## config.mk

```make
export PLATFORM = sky130hd
export DESIGN_NAME = mspk_cpu_end_flat
export DESIGN_NICKNAME = d
export VERILOG_FILES = /design/src/rtl/mspk_pkg.sv /design/src/rtl/mspk_mem_if.sv /design/src/rtl/mspk_alu_byte.sv /design/src/rtl/mspk_cpu_end.sv /design/src/flat_wrapper.sv
export SDC_FILE = /design/constraint.sdc
export NUM_CORES = 1
export LEC_CHECK = 0
export BUFFER_PORTS_ARGS = -buffer_cell sky130_fd_sc_hd__buf_2
export CORE_MARGIN = 2
export CORE_UTILIZATION = 56
export CTS_CLUSTER_SIZE = 16
export DETAILED_ROUTE_END_ITERATION = 10
export PLACE_DENSITY = 0.82
export SLEW_MARGIN = 20
export SYNTH_ARGS = -nofsm -noshare
export SYNTH_HDL_FRONTEND = slang
export SYNTH_SLANG_ARGS = --single-unit
```

## constraint.sdc

```tcl
create_clock -name clk_i -period 7.6 [get_ports clk_i]
set_clock_uncertainty 0.15 [all_clocks]
set_input_delay 1.14 -clock clk_i [delete_from_list [all_inputs] [get_ports clk_i]]
set_output_delay 1.14 -clock clk_i [all_outputs]
set_load 0.1 [all_outputs]
```

## src/rtl/mspk_pkg.sv

```systemverilog
// Purpose: shared constants for the stack/carry/memory-reference datapath slice
// Assumes: big-endian bit numbering in the description maps to [15:0] with bit 0 as msb
// Notes: phase encoding is the click cycle number minus one
package mspk_pkg;
    localparam int MSPK_DW = 16;
    localparam int MSPK_HW = 8;
    localparam int MSPK_AW = 20;
    localparam int MSPK_PW = 4;
    localparam int MSPK_NRH = 16;
    localparam logic [1:0] MSPK_PH_C1 = 2'h0;
    localparam logic [1:0] MSPK_PH_C2 = 2'h1;
    localparam logic [1:0] MSPK_PH_C3 = 2'h2;
    localparam logic [3:0] MSPK_FORCE_FN = 4'h3;
    localparam logic [3:0] MSPK_PTR_RST = 4'h0;
    localparam int MSPK_PTR_LSB = 0;
    localparam logic [MSPK_AW-1:0] MSPK_MAP_BASE = 20'h1_0000;
    typedef enum logic [2:0] {MSPK_SRC_AQ, MSPK_SRC_AB, MSPK_SRC_ZQ, MSPK_SRC_ZB,
        MSPK_SRC_ZA, MSPK_SRC_DA, MSPK_SRC_DQ, MSPK_SRC_DZ} mspk_src_e;
    typedef enum logic [2:0] {MSPK_FN_ADD, MSPK_FN_SUBR, MSPK_FN_SUBS, MSPK_FN_OR,
        MSPK_FN_AND, MSPK_FN_NOTRS, MSPK_FN_XOR, MSPK_FN_XNOR} mspk_fn_e;
endpackage : mspk_pkg

```

## src/rtl/mspk_mem_if.sv

```systemverilog
// Purpose: link between the processor slice and the memory controller card
// Assumes: one clock; phase is the processor's click phase
// Notes: none
`timescale 1ns/100ps
interface mspk_mem_if;
    logic [1:0] phase;
    logic mem_op;
    logic map_ref;
    logic [7:0] high_address_bus;
    logic [15:0] y_bus;
    logic [15:0] read_data;
    logic error;
    modport cpu (output phase, output mem_op, output map_ref, output high_address_bus,
        output y_bus, input read_data, input error);
    modport mem (input phase, input mem_op, input map_ref, input high_address_bus,
        input y_bus, output read_data, output error);
endinterface : mspk_mem_if

```

## src/rtl/mspk_alu_byte.sv

```systemverilog
// Purpose: one 8-bit slice of the bit-slice ALU
// Assumes: carry convention: subtract is add of complement with carry in
// Notes: functions 3..7 are logical and give carry out from the adder anyway
`timescale 1ns/100ps
module mspk_alu_byte
    import mspk_pkg::*;
(
    input wire logic [7:0] r_i,
    input wire logic [7:0] s_i,
    input wire logic [2:0] fn_i,
    input wire logic cin_i,
    output logic [7:0] f_o,
    output logic cout_o
);
    logic [8:0] sum;
    always_comb
    begin
        sum = 9'h000;
        f_o = 8'h00;
        case (fn_i)
            MSPK_FN_ADD: sum = {1'b0, r_i} + {1'b0, s_i} + {8'h00, cin_i};
            MSPK_FN_SUBR: sum = {1'b0, s_i} + {1'b0, ~r_i} + {8'h00, cin_i};
            MSPK_FN_SUBS: sum = {1'b0, r_i} + {1'b0, ~s_i} + {8'h00, cin_i};
            default: sum = {1'b0, r_i} + {1'b0, s_i} + {8'h00, cin_i};
        endcase
        case (fn_i)
            MSPK_FN_OR: f_o = r_i | s_i;
            MSPK_FN_AND: f_o = r_i & s_i;
            MSPK_FN_NOTRS: f_o = ~r_i & s_i;
            MSPK_FN_XOR: f_o = r_i ^ s_i;
            MSPK_FN_XNOR: f_o = ~(r_i ^ s_i);
            default: f_o = sum[7:0];
        endcase
    end
    assign cout_o = sum[8];
endmodule : mspk_alu_byte

```

## src/rtl/mspk_cpu_end.sv

```systemverilog
// Purpose: stack pointer, byte-index carry and memory issue of the processor slice
// Assumes: register operands come from the surrounding datapath each cycle
// Notes: function codes 4..7 make the forced upper function 7 (xnor with 0 = complement)
`timescale 1ns/100ps
module mspk_cpu_end
    import mspk_pkg::*;
(
    input wire logic clk_i,
    input wire logic rst_i,
    mspk_mem_if.cpu mem,
    input wire logic [2:0] push_req_i,
    input wire logic [1:0] pop_req_i,
    input wire logic index_load_i,
    input wire logic carry_from_byte_index_x_i,
    input wire logic carry_from_byte_index_z_i,
    input wire logic carry_in_field_i,
    input wire logic mem_bit_i,
    input wire logic map_ref_i,
    input wire logic write_data_op_i,
    input wire logic opcode_dispatch_i,
    input wire logic direct_a_path_i,
    input wire logic [2:0] alu_source_sel_i,
    input wire logic [2:0] alu_function_sel_i,
    input wire logic [15:0] a_reg_i,
    input wire logic [15:0] b_reg_i,
    input wire logic [15:0] q_reg_i,
    input wire logic [15:0] d_bus_i,
    input wire logic [3:0] b_reg_select_i,
    input wire logic high_reg_write_i,
    input wire logic [7:0] high_reg_wdata_i,
    input wire logic display_busy_i,
    output logic [3:0] push_pop_index_o,
    output logic byte_index_bit_o,
    output logic [1:0] phase_o,
    output logic [15:0] alu_f_o,
    output logic [15:0] y_bus_o,
    output logic [MSPK_AW-1:0] real_addr_o,
    output logic page_crossing_o,
    output logic write_cancel_o,
    output logic dispatch_cancel_o,
    output logic click_suspend_o,
    output logic [15:0] read_data_o
);
    logic [3:0] index_reg;
    logic [3:0] index_next;
    logic bidx_reg;
    logic [1:0] phase_reg;
    logic [7:0] high_regs [MSPK_NRH];
    logic cross_reg;
    logic suspend_reg;
    logic [15:0] rdata_reg;
    logic any_push;
    logic any_pop;
    logic carry_use;
    logic issue;
    logic [7:0] rh;
    logic [15:0] r_op;
    logic [15:0] s_op;
    logic [2:0] hi_fn;
    logic [7:0] hi_r;
    logic [7:0] hi_s;
    logic [7:0] f_hi;
    logic [7:0] f_lo;
    logic c_lo;
    logic c_hi;
    logic [15:0] yv;

    assign any_push = |push_req_i;
    assign any_pop = |pop_req_i;
    // is microcode's duty: z form is only honoured when the carry field is one
    assign carry_use = carry_from_byte_index_x_i
        | (carry_from_byte_index_z_i & carry_in_field_i);
    assign issue = mem_bit_i & (phase_reg == MSPK_PH_C1);

    // loaded value is the base; same-cycle push/pop applies on top of it
    always_comb
    begin
        index_next = index_load_i ? yv[3:0] : index_reg;
        if (any_push && !any_pop)
            index_next = index_next + 4'h1;
        else if (any_pop && !any_push)
            index_next = index_next - 4'h1;
    end

    always_ff @(posedge clk_i or posedge rst_i)
    begin
        if (rst_i)
            index_reg <= MSPK_PTR_RST;
        else
            index_reg <= index_next;
    end

    always_ff @(posedge clk_i or posedge rst_i)
    begin
        if (rst_i)
            bidx_reg <= 1'b0;
        else if (carry_use)
            bidx_reg <= ~bidx_reg;
    end

    always_ff @(posedge clk_i or posedge rst_i)
    begin
        if (rst_i)
            phase_reg <= MSPK_PH_C1;
        else if (phase_reg == MSPK_PH_C3)
            phase_reg <= MSPK_PH_C1;
        else
            phase_reg <= phase_reg + 2'h1;
    end

    // the register file is read every cycle; blocking writes on issue avoids read/write clash
    always_ff @(posedge clk_i)
    begin
        if (high_reg_write_i && !issue && !(map_ref_i && phase_reg == MSPK_PH_C1))
            high_regs[b_reg_select_i] <= high_reg_wdata_i;
    end
    assign rh = high_regs[b_reg_select_i];

    always_comb
    begin
        case (alu_source_sel_i)
            MSPK_SRC_AQ: {r_op, s_op} = {a_reg_i, q_reg_i};
            MSPK_SRC_AB: {r_op, s_op} = {a_reg_i, b_reg_i};
            MSPK_SRC_ZQ: {r_op, s_op} = {16'h0000, q_reg_i};
            MSPK_SRC_ZB: {r_op, s_op} = {16'h0000, b_reg_i};
            MSPK_SRC_ZA: {r_op, s_op} = {16'h0000, a_reg_i};
            MSPK_SRC_DA: {r_op, s_op} = {d_bus_i, a_reg_i};
            MSPK_SRC_DQ: {r_op, s_op} = {d_bus_i, q_reg_i};
            default: {r_op, s_op} = {d_bus_i, 16'h0000};
        endcase
    end

    // split ALU on issue: high half (0,B) with function|3, no carry across
    assign hi_fn = issue ? (alu_function_sel_i | MSPK_FORCE_FN[2:0]) : alu_function_sel_i;
    assign hi_r = issue ? 8'h00 : r_op[15:8];
    assign hi_s = issue ? b_reg_i[15:8] : s_op[15:8];

    mspk_alu_byte u_lo (
        .r_i(r_op[7:0]),
        .s_i(s_op[7:0]),
        .fn_i(alu_function_sel_i),
        .cin_i(bidx_reg & carry_use),
        .f_o(f_lo),
        .cout_o(c_lo)
    );
    mspk_alu_byte u_hi (
        .r_i(hi_r),
        .s_i(hi_s),
        .fn_i(hi_fn),
        .cin_i(issue ? 1'b0 : c_lo),
        .f_o(f_hi),
        .cout_o(c_hi)
    );

    assign alu_f_o = {f_hi, f_lo};
    assign yv = direct_a_path_i ? a_reg_i : {f_hi, f_lo};
    assign y_bus_o = yv;
    assign real_addr_o = {rh[3:0], yv};
    assign page_crossing_o = issue & (c_lo ^ alu_function_sel_i[2]);

    always_ff @(posedge clk_i or posedge rst_i)
    begin
        if (rst_i)
            cross_reg <= 1'b0;
        else
            cross_reg <= page_crossing_o;
    end
    assign write_cancel_o = cross_reg & write_data_op_i;
    assign dispatch_cancel_o = cross_reg & opcode_dispatch_i;

    // suspension is flagged for the whole click started by the issue
    always_ff @(posedge clk_i or posedge rst_i)
    begin
        if (rst_i)
            suspend_reg <= 1'b0;
        else if (phase_reg == MSPK_PH_C1)
            suspend_reg <= issue & (rh[3:0] == 4'h0) & display_busy_i;
    end
    assign click_suspend_o = suspend_reg
        | (issue & (rh[3:0] == 4'h0) & display_busy_i);

    always_ff @(posedge clk_i or posedge rst_i)
    begin
        if (rst_i)
            rdata_reg <= 16'h0000;
        else if (mem_bit_i && phase_reg == MSPK_PH_C3)
            rdata_reg <= mem.read_data;
    end

    assign mem.phase = phase_reg;
    assign mem.mem_op = mem_bit_i & ~(phase_reg == MSPK_PH_C2 & cross_reg);
    assign mem.map_ref = map_ref_i & (phase_reg == MSPK_PH_C1);
    assign mem.high_address_bus = rh;
    assign mem.y_bus = yv;
    assign push_pop_index_o = index_reg;
    assign byte_index_bit_o = bidx_reg;
    assign phase_o = phase_reg;
    assign read_data_o = rdata_reg;
endmodule : mspk_cpu_end

```

## src/flat_wrapper.sv

```systemverilog
// flat-port wrapper written by rule: the top's interface ports become plain ports
module mspk_cpu_end_flat import mspk_pkg::*;
  (clk_i, rst_i, push_req_i, pop_req_i, index_load_i, carry_from_byte_index_x_i, carry_from_byte_index_z_i, carry_in_field_i, mem_bit_i, map_ref_i, write_data_op_i, opcode_dispatch_i, direct_a_path_i, alu_source_sel_i, alu_function_sel_i, a_reg_i, b_reg_i, q_reg_i, d_bus_i, b_reg_select_i, high_reg_write_i, high_reg_wdata_i, display_busy_i, push_pop_index_o, byte_index_bit_o, phase_o, alu_f_o, y_bus_o, real_addr_o, page_crossing_o, write_cancel_o, dispatch_cancel_o, click_suspend_o, read_data_o, mem_phase, mem_mem_op, mem_map_ref, mem_high_address_bus, mem_y_bus, mem_read_data, mem_error);
  mspk_mem_if mem_i ();
  input wire logic clk_i;
  input wire logic rst_i;
  input wire logic [2:0] push_req_i;
  input wire logic [1:0] pop_req_i;
  input wire logic index_load_i;
  input wire logic carry_from_byte_index_x_i;
  input wire logic carry_from_byte_index_z_i;
  input wire logic carry_in_field_i;
  input wire logic mem_bit_i;
  input wire logic map_ref_i;
  input wire logic write_data_op_i;
  input wire logic opcode_dispatch_i;
  input wire logic direct_a_path_i;
  input wire logic [2:0] alu_source_sel_i;
  input wire logic [2:0] alu_function_sel_i;
  input wire logic [15:0] a_reg_i;
  input wire logic [15:0] b_reg_i;
  input wire logic [15:0] q_reg_i;
  input wire logic [15:0] d_bus_i;
  input wire logic [3:0] b_reg_select_i;
  input wire logic high_reg_write_i;
  input wire logic [7:0] high_reg_wdata_i;
  input wire logic display_busy_i;
  output logic [3:0] push_pop_index_o;
  output logic byte_index_bit_o;
  output logic [1:0] phase_o;
  output logic [15:0] alu_f_o;
  output logic [15:0] y_bus_o;
  output logic [MSPK_AW-1:0] real_addr_o;
  output logic page_crossing_o;
  output logic write_cancel_o;
  output logic dispatch_cancel_o;
  output logic click_suspend_o;
  output logic [15:0] read_data_o;
  output wire logic [$bits(mem_i.phase)-1:0] mem_phase;
  output wire logic [$bits(mem_i.mem_op)-1:0] mem_mem_op;
  output wire logic [$bits(mem_i.map_ref)-1:0] mem_map_ref;
  output wire logic [$bits(mem_i.high_address_bus)-1:0] mem_high_address_bus;
  output wire logic [$bits(mem_i.y_bus)-1:0] mem_y_bus;
  input wire logic [$bits(mem_i.read_data)-1:0] mem_read_data;
  input wire logic [$bits(mem_i.error)-1:0] mem_error;
  assign mem_phase = mem_i.phase;
  assign mem_mem_op = mem_i.mem_op;
  assign mem_map_ref = mem_i.map_ref;
  assign mem_high_address_bus = mem_i.high_address_bus;
  assign mem_y_bus = mem_i.y_bus;
  assign mem_i.read_data = mem_read_data;
  assign mem_i.error = mem_error;
  mspk_cpu_end u_core (.clk_i(clk_i), .rst_i(rst_i), .mem(mem_i), .push_req_i(push_req_i), .pop_req_i(pop_req_i), .index_load_i(index_load_i), .carry_from_byte_index_x_i(carry_from_byte_index_x_i), .carry_from_byte_index_z_i(carry_from_byte_index_z_i), .carry_in_field_i(carry_in_field_i), .mem_bit_i(mem_bit_i), .map_ref_i(map_ref_i), .write_data_op_i(write_data_op_i), .opcode_dispatch_i(opcode_dispatch_i), .direct_a_path_i(direct_a_path_i), .alu_source_sel_i(alu_source_sel_i), .alu_function_sel_i(alu_function_sel_i), .a_reg_i(a_reg_i), .b_reg_i(b_reg_i), .q_reg_i(q_reg_i), .d_bus_i(d_bus_i), .b_reg_select_i(b_reg_select_i), .high_reg_write_i(high_reg_write_i), .high_reg_wdata_i(high_reg_wdata_i), .display_busy_i(display_busy_i), .push_pop_index_o(push_pop_index_o), .byte_index_bit_o(byte_index_bit_o), .phase_o(phase_o), .alu_f_o(alu_f_o), .y_bus_o(y_bus_o), .real_addr_o(real_addr_o), .page_crossing_o(page_crossing_o), .write_cancel_o(write_cancel_o), .dispatch_cancel_o(dispatch_cancel_o), .click_suspend_o(click_suspend_o), .read_data_o(read_data_o));
endmodule
```

==> results.py <==
metrics = {
    "status": {
        "outcome": "completed",
    },
    "grt": {
        "grt-ovfl-total": 0,
        "grt_pass1_wl_um": 42800,
        "grt_max_degree": 41,
        "grt_pass1_vias": 7880,
        "grt.total_usage_pct": 27.8,
        "antenna_found_initial": 0,
    },
    "cells_and_area": {
        "largest_register_ffs": 128,
        "seqCellArea_mm2": 0.00447,
        "diodes": 0,
        "drive_above_1_share_pct": 36.4,
        "top_register": "u_core.high_regs",
        "fillCellCount": 1366,
        "final_cell_mix": "buf_2 (203), edfxtp_1 (128), nand2_1 (60)",
        "final_common_cell": "buf_2",
        "utilization_pct": 68.2,
        "area_growth_pct": 20.3,
        "layout.nets": 1310,
        "multiInputGateArea_mm2": 0.00542,
    },
    "yosys": {
        "ys_seq_elements": 153,
        "ys_types": 72,
        "synth_nets": 1130,
        "ys_seq_area_share_pct": 42.6,
        "syn_area_per_cell_um2": 11.1,
        "async_flop_share_pct": 16.3,
        "synth_area_leaders": "edfxtp_1 (37%), mux4_2 (8.6%), ha_1 (6.9%)",
        "synth_top_cell_area_share_pct": 36.6,
        "netlist_area_mm2": 0.0105,
        "ys.flop_type": "edfxtp_1",
        "yosysTopAreaCell": "edfxtp_1",
        "synthCells": 943,
        "ys_warn_count": 0,
        "synth_edf_count": 128,
    },
    "pwr": {
        "leakage_nw": 5.14,
        "finalPower_mw": 3.21,
        "peakVddDrop_uv": 316,
        "p_per_area_mw_per_mm2": 254,
    },
    "timing": {
        "worst_pin_slew_ns": 0.891,
        "max_freq_ghz": 0.136,
        "drv_slew": 0,
        "setup_violations": 0,
        "hold_viol": 0,
        "period_needed_ns": 7.36,
        "rsz0062_at_grt": "false",
        "fin_crit_sh_pct": 96.8,
        "slew_headroom_pct": 40.3,
    },
    "drt": {
        "route.detailed.wl_per_inst_um": 20.3,
        "drcViolationCount": 0,
        "ant_nets": 0,
        "drt_wl_total_um": 27900,
        "drt_iter0_markers": 797,
        "dr.pass1.iters": 8,
        "vias_per_cell": 6.06,
        "vias": 8298,
    },
    "clocking": {
        "cts_tree": "built",
        "cts-root-buf": "clkbuf_16",
        "cts_hold_buf": 0,
        "clkTransAtPathRegs_ns": 0.06,
        "clock_latency_ns": 0.42,
        "clock_sinks": 153,
        "cts_buffers": 17,
        "clock_path_buffers": 2,
        "cts_max_level": 4,
    },
    "floorplanning": {
        "die_height_um": 141,
        "start_util_pct": 56.7,
        "rows": 50,
        "io_pins": 224,
        "core-area_mm2": 0.0185,
        "die_w_um": 141,
        "fp.dieArea_mm2": 0.0198,
    },
    "placement": {
        "dp_hpwl_um": 20500,
        "gp_congestion": 0.915,
        "io_buffers": 222,
    },
    "min_path": {
        "hold_path.class": "reg2reg",
    },
    "run": {
        "drv_cap": 0,
    },
    "critical_path": {
        "arrival_ns": 6.07,
        "end_kind": "output port",
        "cp.required_ns": 6.31,
        "path_max_fanout": 4,
        "startpoint_type": "input pin",
        "path_class": "in2out",
    },
}
per-stage QoR:
stage	setup TNS, ns	area (um^2)	setup slack [ns]	hold slack (ns)	std cells
2_1_floorplan	-0.137	10700	-0.0476	0.316	943
3_5_place_dp	0	11900	0.132	0.331	1330
6_report	0	12600	0.244	0.340	1370
5_1_grt	0	12600	0.00495	0.354	1370
3_3_place_gp	0	11900	0.239	0.326	1330
4_1_cts	0	12500	0.117	0.343	1362
worst paths after layout:
check,end,startpoint,depth (start not counted),slack (ns)
max in group asynchronous,u_core.suspend_reg,rst_i,2,6.26
setup / recovery,mem_y_bus[15],alu_source_sel_i[0],26,0.24
min in group asynchronous,u_core.read_data_o[4],rst_i,2,0.64
setup reg to reg,u_core.push_pop_index_o[2],u_core.byte_index_bit_o,13,4.24
hold reg to reg,u_core.byte_index_bit_o,u_core.byte_index_bit_o,1,0.34
hold / removal,u_core.byte_index_bit_o,u_core.byte_index_bit_o,1,0.34
cell usage after synthesis (7+ instances only):
master,n
nor2b_1,14
buf_1,13
nor3_1,13
buf_4,41
nor2_1,61
a31oi_1,10
o21ai_0,58
inv_1,60
mux2i_1,7
fa_1,12
a22oi_1,18
buf_2,11
mux2_2,31
xor2_1,9
nand2_1,61
a21oi_1,62
nand2b_1,13
edfxtp_1,128
mux4_2,40
clkbuf_1,25
o22ai_1,9
nand3_1,7
ha_1,58
xnor2_1,29
a22o_1,13
dfrtp_1,25
o21bai_1,8
area by class of cell:
class | count | share of cell area, %
Clock inverter | 15 | 1.46
Inverter | 64 | 1.90
Multi-Input combinational cell | 634 | 42.9
Tap cell | 234 | 2.32
Timing Repair Buffer | 253 | 12.6
Clock buffer | 17 | 3.37
Sequential cell | 153 | 35.4
worst max-delay path: stages:
cell	delay, ns
buf_2	0.13
mux2_2	0.34
a221o_1	0.37
buf_4	0.17
fa_2	0.36
inv_2	0.07
fa_2	0.21
nand2b_1	0.07
a21oi_1	0.16
nor2_2	0.09
nor2_2	0.13
a21oi_1	0.08
o311a_1	0.15
o21ai_1	0.10
nand2_2	0.13
fa_2	0.40
o21bai_1	0.14
a21oi_1	0.12
o21bai_1	0.17
a21oi_1	0.13
o2bb2ai_1	0.20
a221o_1	0.36
a221oi_1	0.27
buf_4	0.19
o31ai_4	0.08
clkbuf_4	0.29
cells by family (layout without fill, tap and decap cells):
kind of cell / after synthesis / count (layout) / synth area share [%]
flip-flops: 153 / 153 / 42.6
AND/OR/NAND/NOR: 202 / 202 / 9.24
adder cells (fa/ha/maj): 70 / 70 / 9.21
multiplexers: 79 / 79 / 12.7
XOR/XNOR: 38 / 38 / 3.17
AO/OA/AOI/OAI: 245 / 245 / 15.7
buffers and inverters: 156 / 349 / 7.32
routing by layer:
metal	part of all wire, %	vias up	track usage [%]	wire (um)
met5	0	-	0	0
met4	2.3	0	8.05	648
met3	6.7	46	4.31	1880
met2	50	423	47.8	14000
met1	41	4029	36.9	11400
li1	-	3800	-	-
where the power goes:
group	internal (mW)	switching, mW
clock	0.498	0.359
sequential	0.934	0.0110
combinational	0.373	1.04
total	1.80	1.41
what timing repair did:
| item | in CTS | in global routing |
|---|---|---|
| setup endpoints to repair | 0 | 10 |
| setup buffers | 0 | 8 |
| resized for setup | 0 | 14 |
Note: power is estimated with default switching activity, not from simulation.
